<file path="src/verilog/ldo_setpoint_pkg.sv">
// Constants of the regulator set-point register bank.
// Assumes byte-wide registers reached by an 8-bit register address.
package ldo_setpoint_pkg;
	// ****************************************************************
	// Register offsets
	// ****************************************************************
	localparam logic [7:0] LINEAR_REG_1_SETPOINT_OFFSET = 8'h12;
	localparam logic [7:0] LINEAR_REG_2_SETPOINT_OFFSET = 8'h13;
	localparam logic [7:0] SWITCH1_LINEAR_REG_3_OFFSET  = 8'h14;

	// ****************************************************************
	// Reset values
	// ****************************************************************
	localparam logic [7:0] LINEAR_REG_1_SETPOINT_RESET = 8'h09;
	localparam logic [7:0] LINEAR_REG_2_SETPOINT_RESET = 8'h38;
	localparam logic [7:0] SWITCH1_LINEAR_REG_3_RESET  = 8'h06;
	localparam logic [7:0] READ_UNMAPPED       = 8'h00;

	// ****************************************************************
	// Field layout
	// ****************************************************************
	localparam int REG1_VSEL_WIDTH    = 4;
	localparam int REG2_VSEL_WIDTH    = 6;
	localparam int REG3_VSEL_WIDTH    = 5;
	localparam int TRACK_BIT          = 6;
	localparam int SWITCH_OR_REG_BIT  = 5;
	localparam int MV_WIDTH           = 12;
	localparam int REG2_TOP_CODE      = 56;
	localparam int REG2_TOP_MV        = 3300;
endpackage

</file>
<file path="src/verilog/ldo_setpoint_registers.sv">
// Set-point registers of three linear regulators with decoded targets.
// Assumes an upstream serial slave presents byte accesses synchronous to
// i_clock and reports in i_unlock_ok that the password unlock just completed.
`timescale 1ns/1ps
`default_nettype none
module ldo_setpoint_registers #(
	parameter int         MV_WIDTH  = ldo_setpoint_pkg::MV_WIDTH,
	parameter logic [7:0] LS1_RESET = ldo_setpoint_pkg::SWITCH1_LINEAR_REG_3_RESET
) (
	input  wire logic                i_clock,
	input  wire logic                i_reset_n,
	input  wire logic                i_write,
	input  wire logic                i_read,
	input  wire logic [7:0]          i_address,
	input  wire logic [7:0]          i_write_data,
	input  wire logic                i_unlock_ok,
	input  wire logic [7:0]          i_buck3_setpoint_reg,
	output logic      [7:0]          o_read_data,
	output logic      [MV_WIDTH-1:0] o_reg1_mv,
	output logic      [MV_WIDTH-1:0] o_reg2_mv,
	output logic                     o_reg2_tracking,
	output logic      [7:0]          o_reg2_target_code,
	output logic      [MV_WIDTH-1:0] o_reg3_mv,
	output logic                     o_reg3_as_regulator
);
	// Elaboration-time guard: the decode tables need 12 bits for 3300 mV
	if (MV_WIDTH < 12)
	begin : mv_width_check
		$error("MV_WIDTH too small for 3300 mV");
	end

	// ****************************************************************
	// Decode tables
	// ****************************************************************
	function automatic logic [MV_WIDTH-1:0] reg1_mv(input logic [3:0] code);
		logic [11:0] v;
		case (code)
			4'h0: v = 12'd1000;
			4'h1: v = 12'd1100;
			4'h2: v = 12'd1200;
			4'h3: v = 12'd1250;
			4'h4: v = 12'd1300;
			4'h5: v = 12'd1350;
			4'h6: v = 12'd1400;
			4'h7: v = 12'd1500;
			4'h8: v = 12'd1600;
			4'h9: v = 12'd1800;
			4'hA: v = 12'd2500;
			4'hB: v = 12'd2750;
			4'hC: v = 12'd2800;
			4'hD: v = 12'd3000;
			4'hE: v = 12'd3100;
			default: v = 12'd3300;
		endcase
		return MV_WIDTH'(v);
	endfunction

	function automatic logic [MV_WIDTH-1:0] reg2_mv(input logic [5:0] code);
		int c;
		int v;
		c = int'(code);
		if (c < 16)
			v = 900 + 25 * c;
		else if (c < 25)
			v = 1300 + 25 * (c - 16);
		else if (c < 32)
			v = 1550 + 50 * (c - 25);
		else if (c < 48)
			v = 1900 + 50 * (c - 32);
		else if (c < 53)
			v = 2700 + 50 * (c - 48);
		else if (c < ldo_setpoint_pkg::REG2_TOP_CODE)
			v = 3000 + 100 * (c - 53);
		else
			v = ldo_setpoint_pkg::REG2_TOP_MV;
		return MV_WIDTH'(v);
	endfunction

	function automatic logic [MV_WIDTH-1:0] reg3_mv(input logic [4:0] code);
		int c;
		int v;
		c = int'(code);
		if (c < 9)
			v = 1500 + 50 * c;
		else if (c < 14)
			v = 2000 + 100 * (c - 9);
		else
			v = 2450 + 50 * (c - 14);
		return MV_WIDTH'(v);
	endfunction

	// ****************************************************************
	// Register file
	// ****************************************************************
	logic [7:0] linear_reg_1_setpoint_q;
	logic [7:0] linear_reg_1_setpoint_d;
	logic [7:0] linear_reg_2_setpoint_q;
	logic [7:0] linear_reg_2_setpoint_d;
	logic [7:0] switch1_linear_reg_3_control_q;
	logic [7:0] switch1_linear_reg_3_control_d;
	logic [7:0] read_data_d;
	logic       write_ok;

	always_comb
	begin
		write_ok               = i_write && i_unlock_ok;
		linear_reg_1_setpoint_d        = linear_reg_1_setpoint_q;
		linear_reg_2_setpoint_d        = linear_reg_2_setpoint_q;
		switch1_linear_reg_3_control_d = switch1_linear_reg_3_control_q;
		if (write_ok && i_address == ldo_setpoint_pkg::LINEAR_REG_1_SETPOINT_OFFSET)
			linear_reg_1_setpoint_d = i_write_data;
		if (write_ok && i_address == ldo_setpoint_pkg::LINEAR_REG_2_SETPOINT_OFFSET)
			linear_reg_2_setpoint_d = i_write_data;
		if (write_ok && i_address == ldo_setpoint_pkg::SWITCH1_LINEAR_REG_3_OFFSET)
			switch1_linear_reg_3_control_d = i_write_data;
		case (i_address)
			ldo_setpoint_pkg::LINEAR_REG_1_SETPOINT_OFFSET: read_data_d = linear_reg_1_setpoint_q;
			ldo_setpoint_pkg::LINEAR_REG_2_SETPOINT_OFFSET: read_data_d = linear_reg_2_setpoint_q;
			ldo_setpoint_pkg::SWITCH1_LINEAR_REG_3_OFFSET:  read_data_d = switch1_linear_reg_3_control_q;
			default:                                read_data_d = ldo_setpoint_pkg::READ_UNMAPPED;
		endcase
		if (!i_read)
			read_data_d = o_read_data;
	end

	always_ff @(posedge i_clock or negedge i_reset_n)
	begin
		if (!i_reset_n)
		begin
			linear_reg_1_setpoint_q        <= ldo_setpoint_pkg::LINEAR_REG_1_SETPOINT_RESET;
			linear_reg_2_setpoint_q        <= ldo_setpoint_pkg::LINEAR_REG_2_SETPOINT_RESET;
			switch1_linear_reg_3_control_q <= LS1_RESET;
			o_read_data            <= ldo_setpoint_pkg::READ_UNMAPPED;
		end
		else
		begin
			linear_reg_1_setpoint_q        <= linear_reg_1_setpoint_d;
			linear_reg_2_setpoint_q        <= linear_reg_2_setpoint_d;
			switch1_linear_reg_3_control_q <= switch1_linear_reg_3_control_d;
			o_read_data            <= read_data_d;
		end
	end

	// ****************************************************************
	// Decoded regulator targets
	// ****************************************************************
	logic [MV_WIDTH-1:0] reg1_mv_d;
	logic [MV_WIDTH-1:0] reg2_mv_d;
	logic [MV_WIDTH-1:0] reg3_mv_d;
	logic [7:0]          reg2_target_d;

	always_comb
	begin
		reg1_mv_d = reg1_mv(linear_reg_1_setpoint_q[ldo_setpoint_pkg::REG1_VSEL_WIDTH-1:0]);
		reg2_mv_d = reg2_mv(linear_reg_2_setpoint_q[ldo_setpoint_pkg::REG2_VSEL_WIDTH-1:0]);
		reg3_mv_d = reg3_mv(switch1_linear_reg_3_control_q[ldo_setpoint_pkg::REG3_VSEL_WIDTH-1:0]);
		if (linear_reg_2_setpoint_q[ldo_setpoint_pkg::TRACK_BIT])
			reg2_target_d = i_buck3_setpoint_reg;
		else
			reg2_target_d = {2'h0, linear_reg_2_setpoint_q[ldo_setpoint_pkg::REG2_VSEL_WIDTH-1:0]};
	end

	always_ff @(posedge i_clock or negedge i_reset_n)
	begin
		if (!i_reset_n)
		begin
			o_reg1_mv           <= '0;
			o_reg2_mv           <= '0;
			o_reg2_tracking     <= 1'b0;
			o_reg2_target_code  <= 8'h00;
			o_reg3_mv           <= '0;
			o_reg3_as_regulator <= 1'b0;
		end
		else
		begin
			o_reg1_mv           <= reg1_mv_d;
			o_reg2_mv           <= reg2_mv_d;
			o_reg2_tracking     <= linear_reg_2_setpoint_q[ldo_setpoint_pkg::TRACK_BIT];
			o_reg2_target_code  <= reg2_target_d;
			o_reg3_mv           <= reg3_mv_d;
			o_reg3_as_regulator <= switch1_linear_reg_3_control_q[ldo_setpoint_pkg::SWITCH_OR_REG_BIT];
		end
	end

	// ****************************************************************
	// Checks
	// ****************************************************************
	locked_write_held_a: assert property (@(posedge i_clock) disable iff (!i_reset_n)
		i_write && !i_unlock_ok |=> $stable(linear_reg_1_setpoint_q) && $stable(linear_reg_2_setpoint_q)
			&& $stable(switch1_linear_reg_3_control_q))
		else $error("locked write changed a register");
	linear_reg_1_write_stores_a: assert property (@(posedge i_clock) disable iff (!i_reset_n)
		i_write && i_unlock_ok && i_address == ldo_setpoint_pkg::LINEAR_REG_1_SETPOINT_OFFSET
			|=> linear_reg_1_setpoint_q == $past(i_write_data))
		else $error("unlocked write to 0x12 not stored");
	linear_reg_2_write_stores_a: assert property (@(posedge i_clock) disable iff (!i_reset_n)
		i_write && i_unlock_ok && i_address == ldo_setpoint_pkg::LINEAR_REG_2_SETPOINT_OFFSET
			|=> linear_reg_2_setpoint_q == $past(i_write_data))
		else $error("unlocked write to 0x13 not stored");
	ls1_write_stores_a: assert property (@(posedge i_clock) disable iff (!i_reset_n)
		i_write && i_unlock_ok && i_address == ldo_setpoint_pkg::SWITCH1_LINEAR_REG_3_OFFSET
			|=> switch1_linear_reg_3_control_q == $past(i_write_data))
		else $error("unlocked write to 0x14 not stored");
	ls1_readback_a: assert property (@(posedge i_clock) disable iff (!i_reset_n)
		i_read && i_address == ldo_setpoint_pkg::SWITCH1_LINEAR_REG_3_OFFSET
			|=> o_read_data == $past(switch1_linear_reg_3_control_q))
		else $error("read of 0x14 wrong");
	reg1_decode_a: assert property (@(posedge i_clock) disable iff (!i_reset_n)
		linear_reg_1_setpoint_q[3:0] == 4'h9 |=> o_reg1_mv == MV_WIDTH'(1800))
		else $error("regulator 1 code 1001 not 1800 mV");
	reg2_top_codes_a: assert property (@(posedge i_clock) disable iff (!i_reset_n)
		linear_reg_2_setpoint_q[5:0] >= 6'h38 |=> o_reg2_mv == MV_WIDTH'(3300))
		else $error("regulator 2 top code not 3300 mV");
	reg2_tracking_a: assert property (@(posedge i_clock) disable iff (!i_reset_n)
		linear_reg_2_setpoint_q[6] |=> o_reg2_target_code == $past(i_buck3_setpoint_reg) && o_reg2_tracking)
		else $error("tracking target not buck 3 set-point");
	reg2_own_code_a: assert property (@(posedge i_clock) disable iff (!i_reset_n)
		!linear_reg_2_setpoint_q[6] |=> o_reg2_target_code == {2'h0, $past(linear_reg_2_setpoint_q[5:0])})
		else $error("own regulator 2 code not used");
	reg3_mode_a: assert property (@(posedge i_clock) disable iff (!i_reset_n)
		##1 o_reg3_as_regulator == $past(switch1_linear_reg_3_control_q[5]))
		else $error("regulator 3 mode bit not followed");
	reg3_decode_a: assert property (@(posedge i_clock) disable iff (!i_reset_n)
		switch1_linear_reg_3_control_q[4:0] == 5'h1F |=> o_reg3_mv == MV_WIDTH'(3300))
		else $error("regulator 3 top code not 3300 mV");
	unmapped_read_a: assert property (@(posedge i_clock) disable iff (!i_reset_n)
		i_read && i_address != ldo_setpoint_pkg::LINEAR_REG_1_SETPOINT_OFFSET
			&& i_address != ldo_setpoint_pkg::LINEAR_REG_2_SETPOINT_OFFSET
			&& i_address != ldo_setpoint_pkg::SWITCH1_LINEAR_REG_3_OFFSET
			|=> o_read_data == ldo_setpoint_pkg::READ_UNMAPPED)
		else $error("unmapped read not zero");
endmodule
`default_nettype wire
</file>
<file path="config.mk">
export PLATFORM = sky130hd
export DESIGN_NAME = ldo_setpoint_registers
export DESIGN_NICKNAME = d
export VERILOG_FILES = /design/src/verilog/ldo_setpoint_pkg.sv /design/src/verilog/ldo_setpoint_registers.sv
export SDC_FILE = /design/constraint.sdc
export NUM_CORES = 1
export LEC_CHECK = 0
export BUFFER_PORTS_ARGS = -buffer_cell sky130_fd_sc_hd__buf_2
export CORE_MARGIN = 1.5
export CORE_UTILIZATION = 25
export CTS_CLUSTER_DIAMETER = 80
export DETAILED_ROUTE_END_ITERATION = 8
export PLACE_DENSITY_LB_ADDON = 0.25
export SKIP_LAST_GASP = 1
export SYNTH_ARGS = -nofsm -noshare
export SYNTH_HDL_FRONTEND = slang
export SYNTH_SLANG_ARGS = --single-unit
export TNS_END_PERCENT = 30
</file>
<file path="constraint.sdc">
create_clock -name i_clock -period 9.99 [get_ports i_clock]
set_input_delay 0.999 -clock i_clock [delete_from_list [all_inputs] [get_ports i_clock]]
set_output_delay 0.999 -clock i_clock [all_outputs]
set_load 0.05 [all_outputs]
</file>
Word level (Yosys, flattened, before mapping). Memory sizes are Yosys's and may differ from the RTL's. A register that Yosys moved wholly into a read port is not among the register bits. Index checks and enable logic that the tools add are counted.

Flip-flop bits (word level): 78. Bits in read-only memories: 176. Bits of input ports: 29. Word-level logic and storage cells: 62. Memories kept: 1.

Memory list: (no name shown) (words 16, bits a word 11, rd ports 1, clocked after Yosys merged registers in 1, write ports 0, RTL line ldo_setpoint_registers.sv:37) `case (code)`.

Add/subtract/negate cells: 16. Multiply operators: 9. Magnitude comparators: 8. Equality and inequality tests: 3. Muxes and demuxes: 10. Reduce and logical (&&, ||, !) cells: 5.

Operators with widths (count): two-way mux 12 bit (8); adder 12 bit, first input constant (7); multiplier 6 x 7 -> 11 bit, first input constant (3); == test 8 x 5 -> 1 bit, second input constant (3); < comparator 6 bit, second input constant (4); case mux 8 bit (3 select lines) (1); subtractor 6 x 6 -> 7 bit, second input constant (3); subtractor 6 x 5 -> 7 bit, second input constant (2); adder 10 x 11 -> 12 bit, first input constant (1); adder 11 x 11 -> 12 bit, first input constant (1); < comparator 6 x 5 -> 1 bit, second input constant (2); multiplier 6 x 7 -> 12 bit, first input constant (1); subtractor 5 x 4 -> 6 bit, second input constant (2); multiplier 5 x 6 -> 11 bit, first input constant (1); multiplier 6 x 6 -> 11 bit, first input constant (1); < comparator 5 x 4 -> 1 bit, second input constant (2); multiplier 5 x 5 -> 10 bit, first input constant (1); multiplier 6 x 6 -> 10 bit, first input constant (1); multiplier 6 x 7 -> 10 bit, first input constant (1); two-way mux 8 bit (1); logical AND 1 bit (4); zero test 1 bit (1).

Logic depth before layout (Yosys ltp). Gate-level depths: netlist of the first run.

Depth after elaboration: 9. Mapped depth: 22. Gate-level depth less buffers: 20.

Worst setup path after synthesis of the first run. OpenSTA, ideal clock, no wires.

Path type: register to register. Start point: reg linear_reg_2_setpoint_q[2]. End point: reg o_reg2_mv[11]. Setup time: 92 ps. Arrival: 4649 ps. Data required time: 9898 ps. Slack: 5249 ps. Cell stages (with the launch flop): 23. Path buffers: 2. Period minus slack after synthesis: 4741 ps. Cells stage by stage: dfrtp_1 inv_1 ha_1 a21boi_0 nand2b_1 clkbuf_1 clkbuf_1 xnor2_1 inv_1 fa_1 inv_1 ha_1 ha_1 inv_1 fa_1 nand2b_1 a21oi_1 xor2_1 nor3_1 xnor2_1 xnor2_1 o21a_1 o31ai_2.

Word-level cells in the longest chain between the ends: 9. Elaborated cells on any way between the ends: 29. Those cells by class: add/sub: 11; mul: 6; order compare: 6; mux: 6.

RTL lines: start, declared (RTL line ldo_setpoint_registers.sv:97) `logic [7:0] linear_reg_2_setpoint_q;`; start signal, assigned (RTL line ldo_setpoint_registers.sv:131) `linear_reg_2_setpoint_q <= ldo_setpoint_pkg::LINEAR_REG_2_SETPOINT_RESET;`; start signal, assigned (RTL line ldo_setpoint_registers.sv:138) `linear_reg_2_setpoint_q <= linear_reg_2_setpoint_d;`; subtractor 6 x 6 -> 7 bit (RTL line ldo_setpoint_registers.sv:73) `v = 3000 + 100 * (c - 53);`; multiplier 6 x 7 -> 10 bit (RTL line ldo_setpoint_registers.sv:73); adder 12 bit (RTL line ldo_setpoint_registers.sv:73); two-way mux 12 bit (RTL line ldo_setpoint_registers.sv:72) `else if (c < ldo_setpoint_pkg::REG2_TOP_CODE)`; two-way mux 12 bit (RTL line ldo_setpoint_registers.sv:70) `else if (c < 53)`; two-way mux 12 bit (RTL line ldo_setpoint_registers.sv:68) `else if (c < 48)`; two-way mux 12 bit (RTL line ldo_setpoint_registers.sv:66) `else if (c < 32)`; two-way mux 12 bit (RTL line ldo_setpoint_registers.sv:64) `else if (c < 25)`; two-way mux 12 bit * (RTL line ldo_setpoint_registers.sv:62) `if (c < 16)`; net reg2_mv_d[11] (RTL line ldo_setpoint_registers.sv:148) `logic [MV_WIDTH-1:0] reg2_mv_d;`; end signal, assigned (RTL line ldo_setpoint_registers.sv:177) `o_reg2_mv <= reg2_mv_d;`; end, declared (RTL line ldo_setpoint_registers.sv:20) `output logic [MV_WIDTH-1:0] o_reg2_mv,`.

The timed path passes the listed nets; every way through them passes the cells marked *. A chain may end at the register's enable or synchronous reset.

Final worst setup path of the first run.
Start point: reg linear_reg_2_setpoint_q[5]. End point: reg o_reg2_mv[11].

The elaborated chain is that of the path after synthesis.

==> reports/results.tsv, run 1 <==
metric	value	unit
Die W	189	um
postcts setup bufs	0	
drt drc	0	
crit path launch type	flip-flop	
synth cell count leaders	179 x ha_1, 96 x inv_1, 70 x xnor2_1	
largest net degree at the start of global routing	67	
critical path type	reg2reg	
status	finished, final reports clean	
Seq cells post-synth	76	
DPL Wire Length	18500	um
Pre-antenna DRT Iters	5	
fin nets	1233	
crit path DAT	5620	ps
fin util	28.6	%
RSZ-0062 raised after global routing	no	
# port buffers	80	
Synth top area share	25.8	%
Pleak	0.00490	uW
GRT Util Overall	13.4	%
maxcap violations	0	
IO Pins	83	
first-pass GRT wire length	37300	um
Root Buffer	clkbuf_16	
initial antenna violation count	1	
Routed WL	23000	um
distinct cell type count after synthesis	67	
post-cts sizing count	0	
worst skew pair latency	360	ps
Peak VDD IR	0.111	mV
Initial DRC Count	307	
die area	35800	sq um
CTS Buf Count	9	
Worst Path Required	10250	ps
fin area	9850	sq um
post-route clock period utilization	53.6	%
slew margin rel.	39.3	%
critical path fanouts, max	23	
Yosys top cell by area	ha_1	
Std-Cell Rows	68	
post-placement cell area	9560	sq um
final hold violations	0	
Sinks on Clock Net	76	
WL/cell	15.9	um
core area	34400	sq um
CTS tree	built	
Inst Count DP	1432	
Netlist Area Pre-Place	8680	sq um
Max Slew Vio Count	0	
ys flop type	dfrtp_1	
Gate Count Post-Synth	921	
Synth area leaders	ha_1 26%, dfrtp_1 20%, fa_1 8.5%	
layout cells sized above 1	13.7	%
count leader, synth	ha_1	
Hold Path Class	in2async	
Crit. End Element	flip-flop	
Clock Skews	20.3	ps
Syn Area/Cell	9.43	sq um
routability cong.	0.840	
Reg clk slew, reported paths	80	ps
ys async rst share	100	%
Fmax achieved	187	MHz
Die Y	189	um
Min Clock Period, post-route	5350	ps
fin cells	1449	
Area Overhead vs Synth	13.4	%
Yosys Warn Count	0	
Post-synth EDFFs	0	
worst-margin pin slew	911	ps
post-synthesis sequential area ratio	22.0	%
Clock Path Buffers	2	
final setup fails	0	
Routed Antenna Nets	0	
GRT overflow	0	
post-DR vias/cell	4.52	
H-tree Lvls	3	
fillcell total	3737	
CTS Hold Bufs	0	
initial core utilization	25.3	%
vias in the first global route	6839	
Worst Reg2Reg Path Length in Cells	15	
vias post-DR	6554	
setup tns final	0	ps
cell area power density	149	nW/um^2
-- report_power, final --
group	switching, uW	total (uW)	internal (uW)
combinational	466	768	302
clock	163	338	175
sequential	18.0	357	339
total	647	1460	817
-- worst max-delay path, stage by stage (launching register included) --
cell	delay (ps)
dfstp_2	900
clkinv_1	540
ha_1	420
a21oi_1	690
fa_1	530
ha_1	320
inv_1	60
fa_1	450
nand2b_1	160
a21oi_1	170
xor2_1	240
nor3_1	100
xnor2_1	150
xnor2_1	130
o21a_1	190
o31ai_2	200
-- flip-flops by register name, summed over array words and instances (netlist names) --
| signal | cells |
|---|---|
| o_reg3_as_regulator | 1 |
| o_reg2_target_code | 8 |
| o_reg2_tracking | 1 |
| o_reg2_mv | 12 |
| switch1_linear_reg_3_control_q | 8 |
| linear_reg_1_setpoint_q | 8 |
| o_read_data | 8 |
| o_reg3_mv | 11 |
| linear_reg_2_setpoint_q | 8 |
| o_reg1_mv | 11 |
-- area by class of cell --
type	instances	area [sq um]	share of cell area, %
multi-input combinational	719	6290	63.8
sequential	76	1910	19.4
clock buffer	9	225	2.29
clock inverter	7	62.6	0.635
antenna	1	2.50	0.0254
inverter	101	379	3.85
timing repair buffer	81	410	4.17
tap	455	569	5.78
-- metrics by stage --
| step | hold WS (ps) | total power (uW) | setup WS, ps |
|---|---|---|---|
| after floorplan | 371 | 958 | 5250 |
| after global placement | 466 | 1140 | 4650 |
| after detailed placement | 475 | 1130 | 4660 |
| after CTS | 451 | 1490 | 4630 |
| after global routing | 458 | 1590 | 4150 |
| final | 457 | 1460 | 4640 |
-- logic make-up (layout without fill, tap and decap cells) --
| group | Yosys count | after routing | synth area share (%) |
|---|---|---|---|
| XOR/XNOR | 108 | 108 | 11.2 |
| AO/OA/AOI/OAI | 190 | 190 | 13.6 |
| flip-flops | 76 | 76 | 22.0 |
| other | 1 | 3 | 0.0432 |
| AND/OR/NAND/NOR | 175 | 175 | 9.47 |
| adder cells (fa/ha/maj) | 216 | 216 | 34.3 |
| buffers and inverters | 127 | 198 | 5.62 |
| multiplexers | 28 | 28 | 3.70 |
-- cell usage in the layout (no fill, tap or decap), types with 5 or more instances in the layout --
master / count
ha_1: 179
a21oi_1: 57
a211oi_1: 11
dfrtp_1: 69
nand2_1: 65
clkbuf_16: 9
inv_6: 5
dfstp_2: 7
o21ai_1: 9
a22oi_1: 9
a31oi_1: 6
xor2_1: 35
mux2_2: 19
buf_2: 79
a21o_1: 18
nor2_1: 47
inv_1: 96
nor2b_1: 7
nor3_1: 7
nand2b_1: 13
xnor2_1: 70
fa_1: 37
o21ai_0: 42
nand3_1: 11
-- final timing paths --
check | start | to | slack [ps]
worst min register to register | switch1_linear_reg_3_control_q[5] | o_reg3_as_regulator | 460
worst min-delay path | i_reset_n | o_reg3_as_regulator | 460
min in group i_clock | switch1_linear_reg_3_control_q[5] | o_reg3_as_regulator | 460
worst max register to register | linear_reg_2_setpoint_q[5] | o_reg2_mv[11] | 4640
worst max-delay path | linear_reg_2_setpoint_q[5] | o_reg2_mv[11] | 4640
max in group asynchronous | i_reset_n | o_reg2_mv[7] | 8360
-- metal layers --
metal  global-route usage (%)  share of wire (%)  vias to the layer above
met5                        0                  0                        -
met4                     4.03                1.8                        0
met3                     1.84                2.8                       20
met2                     21.1                 44                      108
met1                     19.1                 51                     3151
li1                         -                  -                     3275
Power figures use the tool's default switching activity.
==> run 2, diff against run 1 <==
Clock period 9.99 ns to 4.4 ns, I/O delays scaled along.
==> reports/results.tsv, run 2 (same netlist as run 1, synthesis figures left out) <==
metric	value	unit	change
most common cell after layout, fill and taps aside	ha_1		
n_diodes	0		-1
Min Clock Period, post-route	4200	ps	-1160 ps
DPL Wire Length	19300	um	+4.1%
Inst Count DP	1482		+3.5%
Flop pwr share	22.7	%	-1.7 points
Initial DRC Count	297		-3.3%
H-tree Lvls	3		unchanged
routability cong.	0.828		-1.5%
post-route clock period utilization	95.4	%	+42 points
vias post-DR	6705		+2.3%
vias in the first global route	6919		+1.2%
Pleak	0.00521	uW	+6.3%
core area	34400	sq um	unchanged
# port buffers	80		unchanged
Pre-antenna DRT Iters	5		unchanged
final setup fails	0		unchanged
Reg clk slew, reported paths	70	ps	about the same
status	finished, final reports clean		
Comb pwr share	53.5	%	+1.0 points
Hold Slack	123	ps	-334 ps
Peak VDD IR	0.273	mV	+150%
maxcap violations	0		unchanged
Worst Reg2Reg Path Length in Cells	17		+2
Std-Cell Rows	68		unchanged
initial core utilization	25.3	%	unchanged
Die W	189	um	unchanged
Hold Path Class	in2async		
Max Slew Vio Count	0		unchanged
RSZ-0062 raised after global routing	yes		
Clock Path Buffers	2		unchanged
GRT overflow	0		unchanged
largest net degree at the start of global routing	49		-27%
Worst Path Required	4610	ps	-5640 ps
fin util	30.4	%	+1.8 points
layout cells sized above 1	21.1	%	+7.4 points
R2R Path End	o_reg3_mv[10]		
CTS tree	built		
Tot Pwr	3520	uW	+140%
GRT Util Overall	13.7	%	+0.30 points
Clock Skews	13.6	ps	-6.78 ps
most frequent cells in the layout	175 x ha_1, 92 x inv_1, 79 x buf_2		
critical path fanouts, max	6		-74%
die area	35800	sq um	unchanged
first-pass GRT wire length	38000	um	+2.0%
Root Buffer	clkbuf_16		
fin cells	1499		+3.5%
Routed WL	23800	um	+3.4%
post-DR vias/cell	4.47		-1.1%
fin nets	1284		+4.1%
clock power share	23.7	%	+0.6 points
worst skew pair latency	360	ps	about the same
sw power	1480	uW	+130%
WL/cell	15.9	um	about the same
CTS Buf Count	9		unchanged
Reg with most FFs	o_reg2_mv		
final hold violations	0		unchanged
IO Pins	83		unchanged
critical path type	reg2reg		
Area Overhead vs Synth	20.4	%	
max reg flops	12		unchanged
cell area power density	337	nW/um^2	+130%
CTS Hold Bufs	0		unchanged
Sinks on Clock Net	76		unchanged
sw frac	42.1	%	-2.1 points
worst-margin pin slew	935	ps	+24.0 ps
Die Y	189	um	unchanged
reg-to-reg critical path startpoint	switch1_linear_reg_3_control_q[2]		
drt drc	0		unchanged
P_int	2040	uW	+150%
fillcell total	3642		-2.5%
crit path DAT	4410	ps	-1210 ps
initial antenna violation count	1		unchanged
setup tns final	0	ps	unchanged
Routed Antenna Nets	0		unchanged
Fmax achieved	238	MHz	+28%
crit path launch type	flip-flop		
slew margin rel.	37.4	%	-1.8 points
Crit. End Element	flip-flop		
Top Registers	o_reg2_mv: 12 flops, o_reg1_mv: 11 flops, o_reg3_mv: 11 flops		
r2r setup slk	200	ps	-4430 ps
[run 2: power groups by stage]
stage	clock network (uW)	logic, uW	registers (uW)
2_1_floorplan	0	1150	1030
3_3_place_gp	0	1820	814
3_5_place_dp	0	1820	813
4_1_cts	870	1840	801
5_1_grt	894	2100	808
6_report	836	1880	800
[run 2: per-layer routing]
metal  wire length [um]  track usage, %
met1              11700            18.9
met5                 10               0
met4                291            4.12
met2              10900            22.1
met3                837            2.19
[run 2: worst max path at each step]
stage	startpoint	endpoint	slack, ps
finish	switch1_linear_reg_3_control_q[2]	o_reg3_mv[10]	200
global route	linear_reg_2_setpoint_q[1]	o_reg2_mv[11]	-60
CTS	linear_reg_2_setpoint_q[1]	o_reg2_mv[11]	10
detailed placement	switch1_linear_reg_3_control_q[2]	o_reg3_mv[11]	-20
global placement	switch1_linear_reg_3_control_q[2]	o_reg3_mv[11]	40
floorplan	linear_reg_2_setpoint_q[2]	o_reg2_mv[11]	-40
[run 2: what timing repair did]
item | CTS | global route
endpoints found under the setup margin | 3 | 6
gates resized for setup | 1 | 33
pin swaps | 0 | 5
cloned | 0 | 0
setup buffers | 0 | 1
[run 2: area by class of cell]
cell class              instances  area (sq um)  area share [%]
multi-input cells             719          6480            62.0
flip-flops and latches         76          1910            18.3
repair buffers                132           793            7.59
well taps                     455           569            5.45
inverters                     101           380            3.64
clock buffers                  10           229            2.19
clock inverters                 6          88.8           0.850
[run 2: worst max-delay path, cell delays in order (launching register included)]
cell and delay (ps):
dfstp_2 600, inv_1 100, ha_1 250, nand2_2 100
nand2_1 50, nand2_1 120, inv_1 90, ha_1 300
ha_1 270, ha_1 270, ha_1 290, ha_1 230
fa_2 530, nor4_4 290, xor2_1 190, nor2_1 60
a211oi_1 220, a21oi_1 70
[run 2: per-stage QoR]
step / setup WS, ps / area [sq um]
after global routing: -56.5 / 10500
after global placement: 39.5 / 9940
after floorplan: -43.3 / 8700
final: 204 / 10500
after CTS: 10.9 / 10300
after detailed placement: -18.6 / 9940
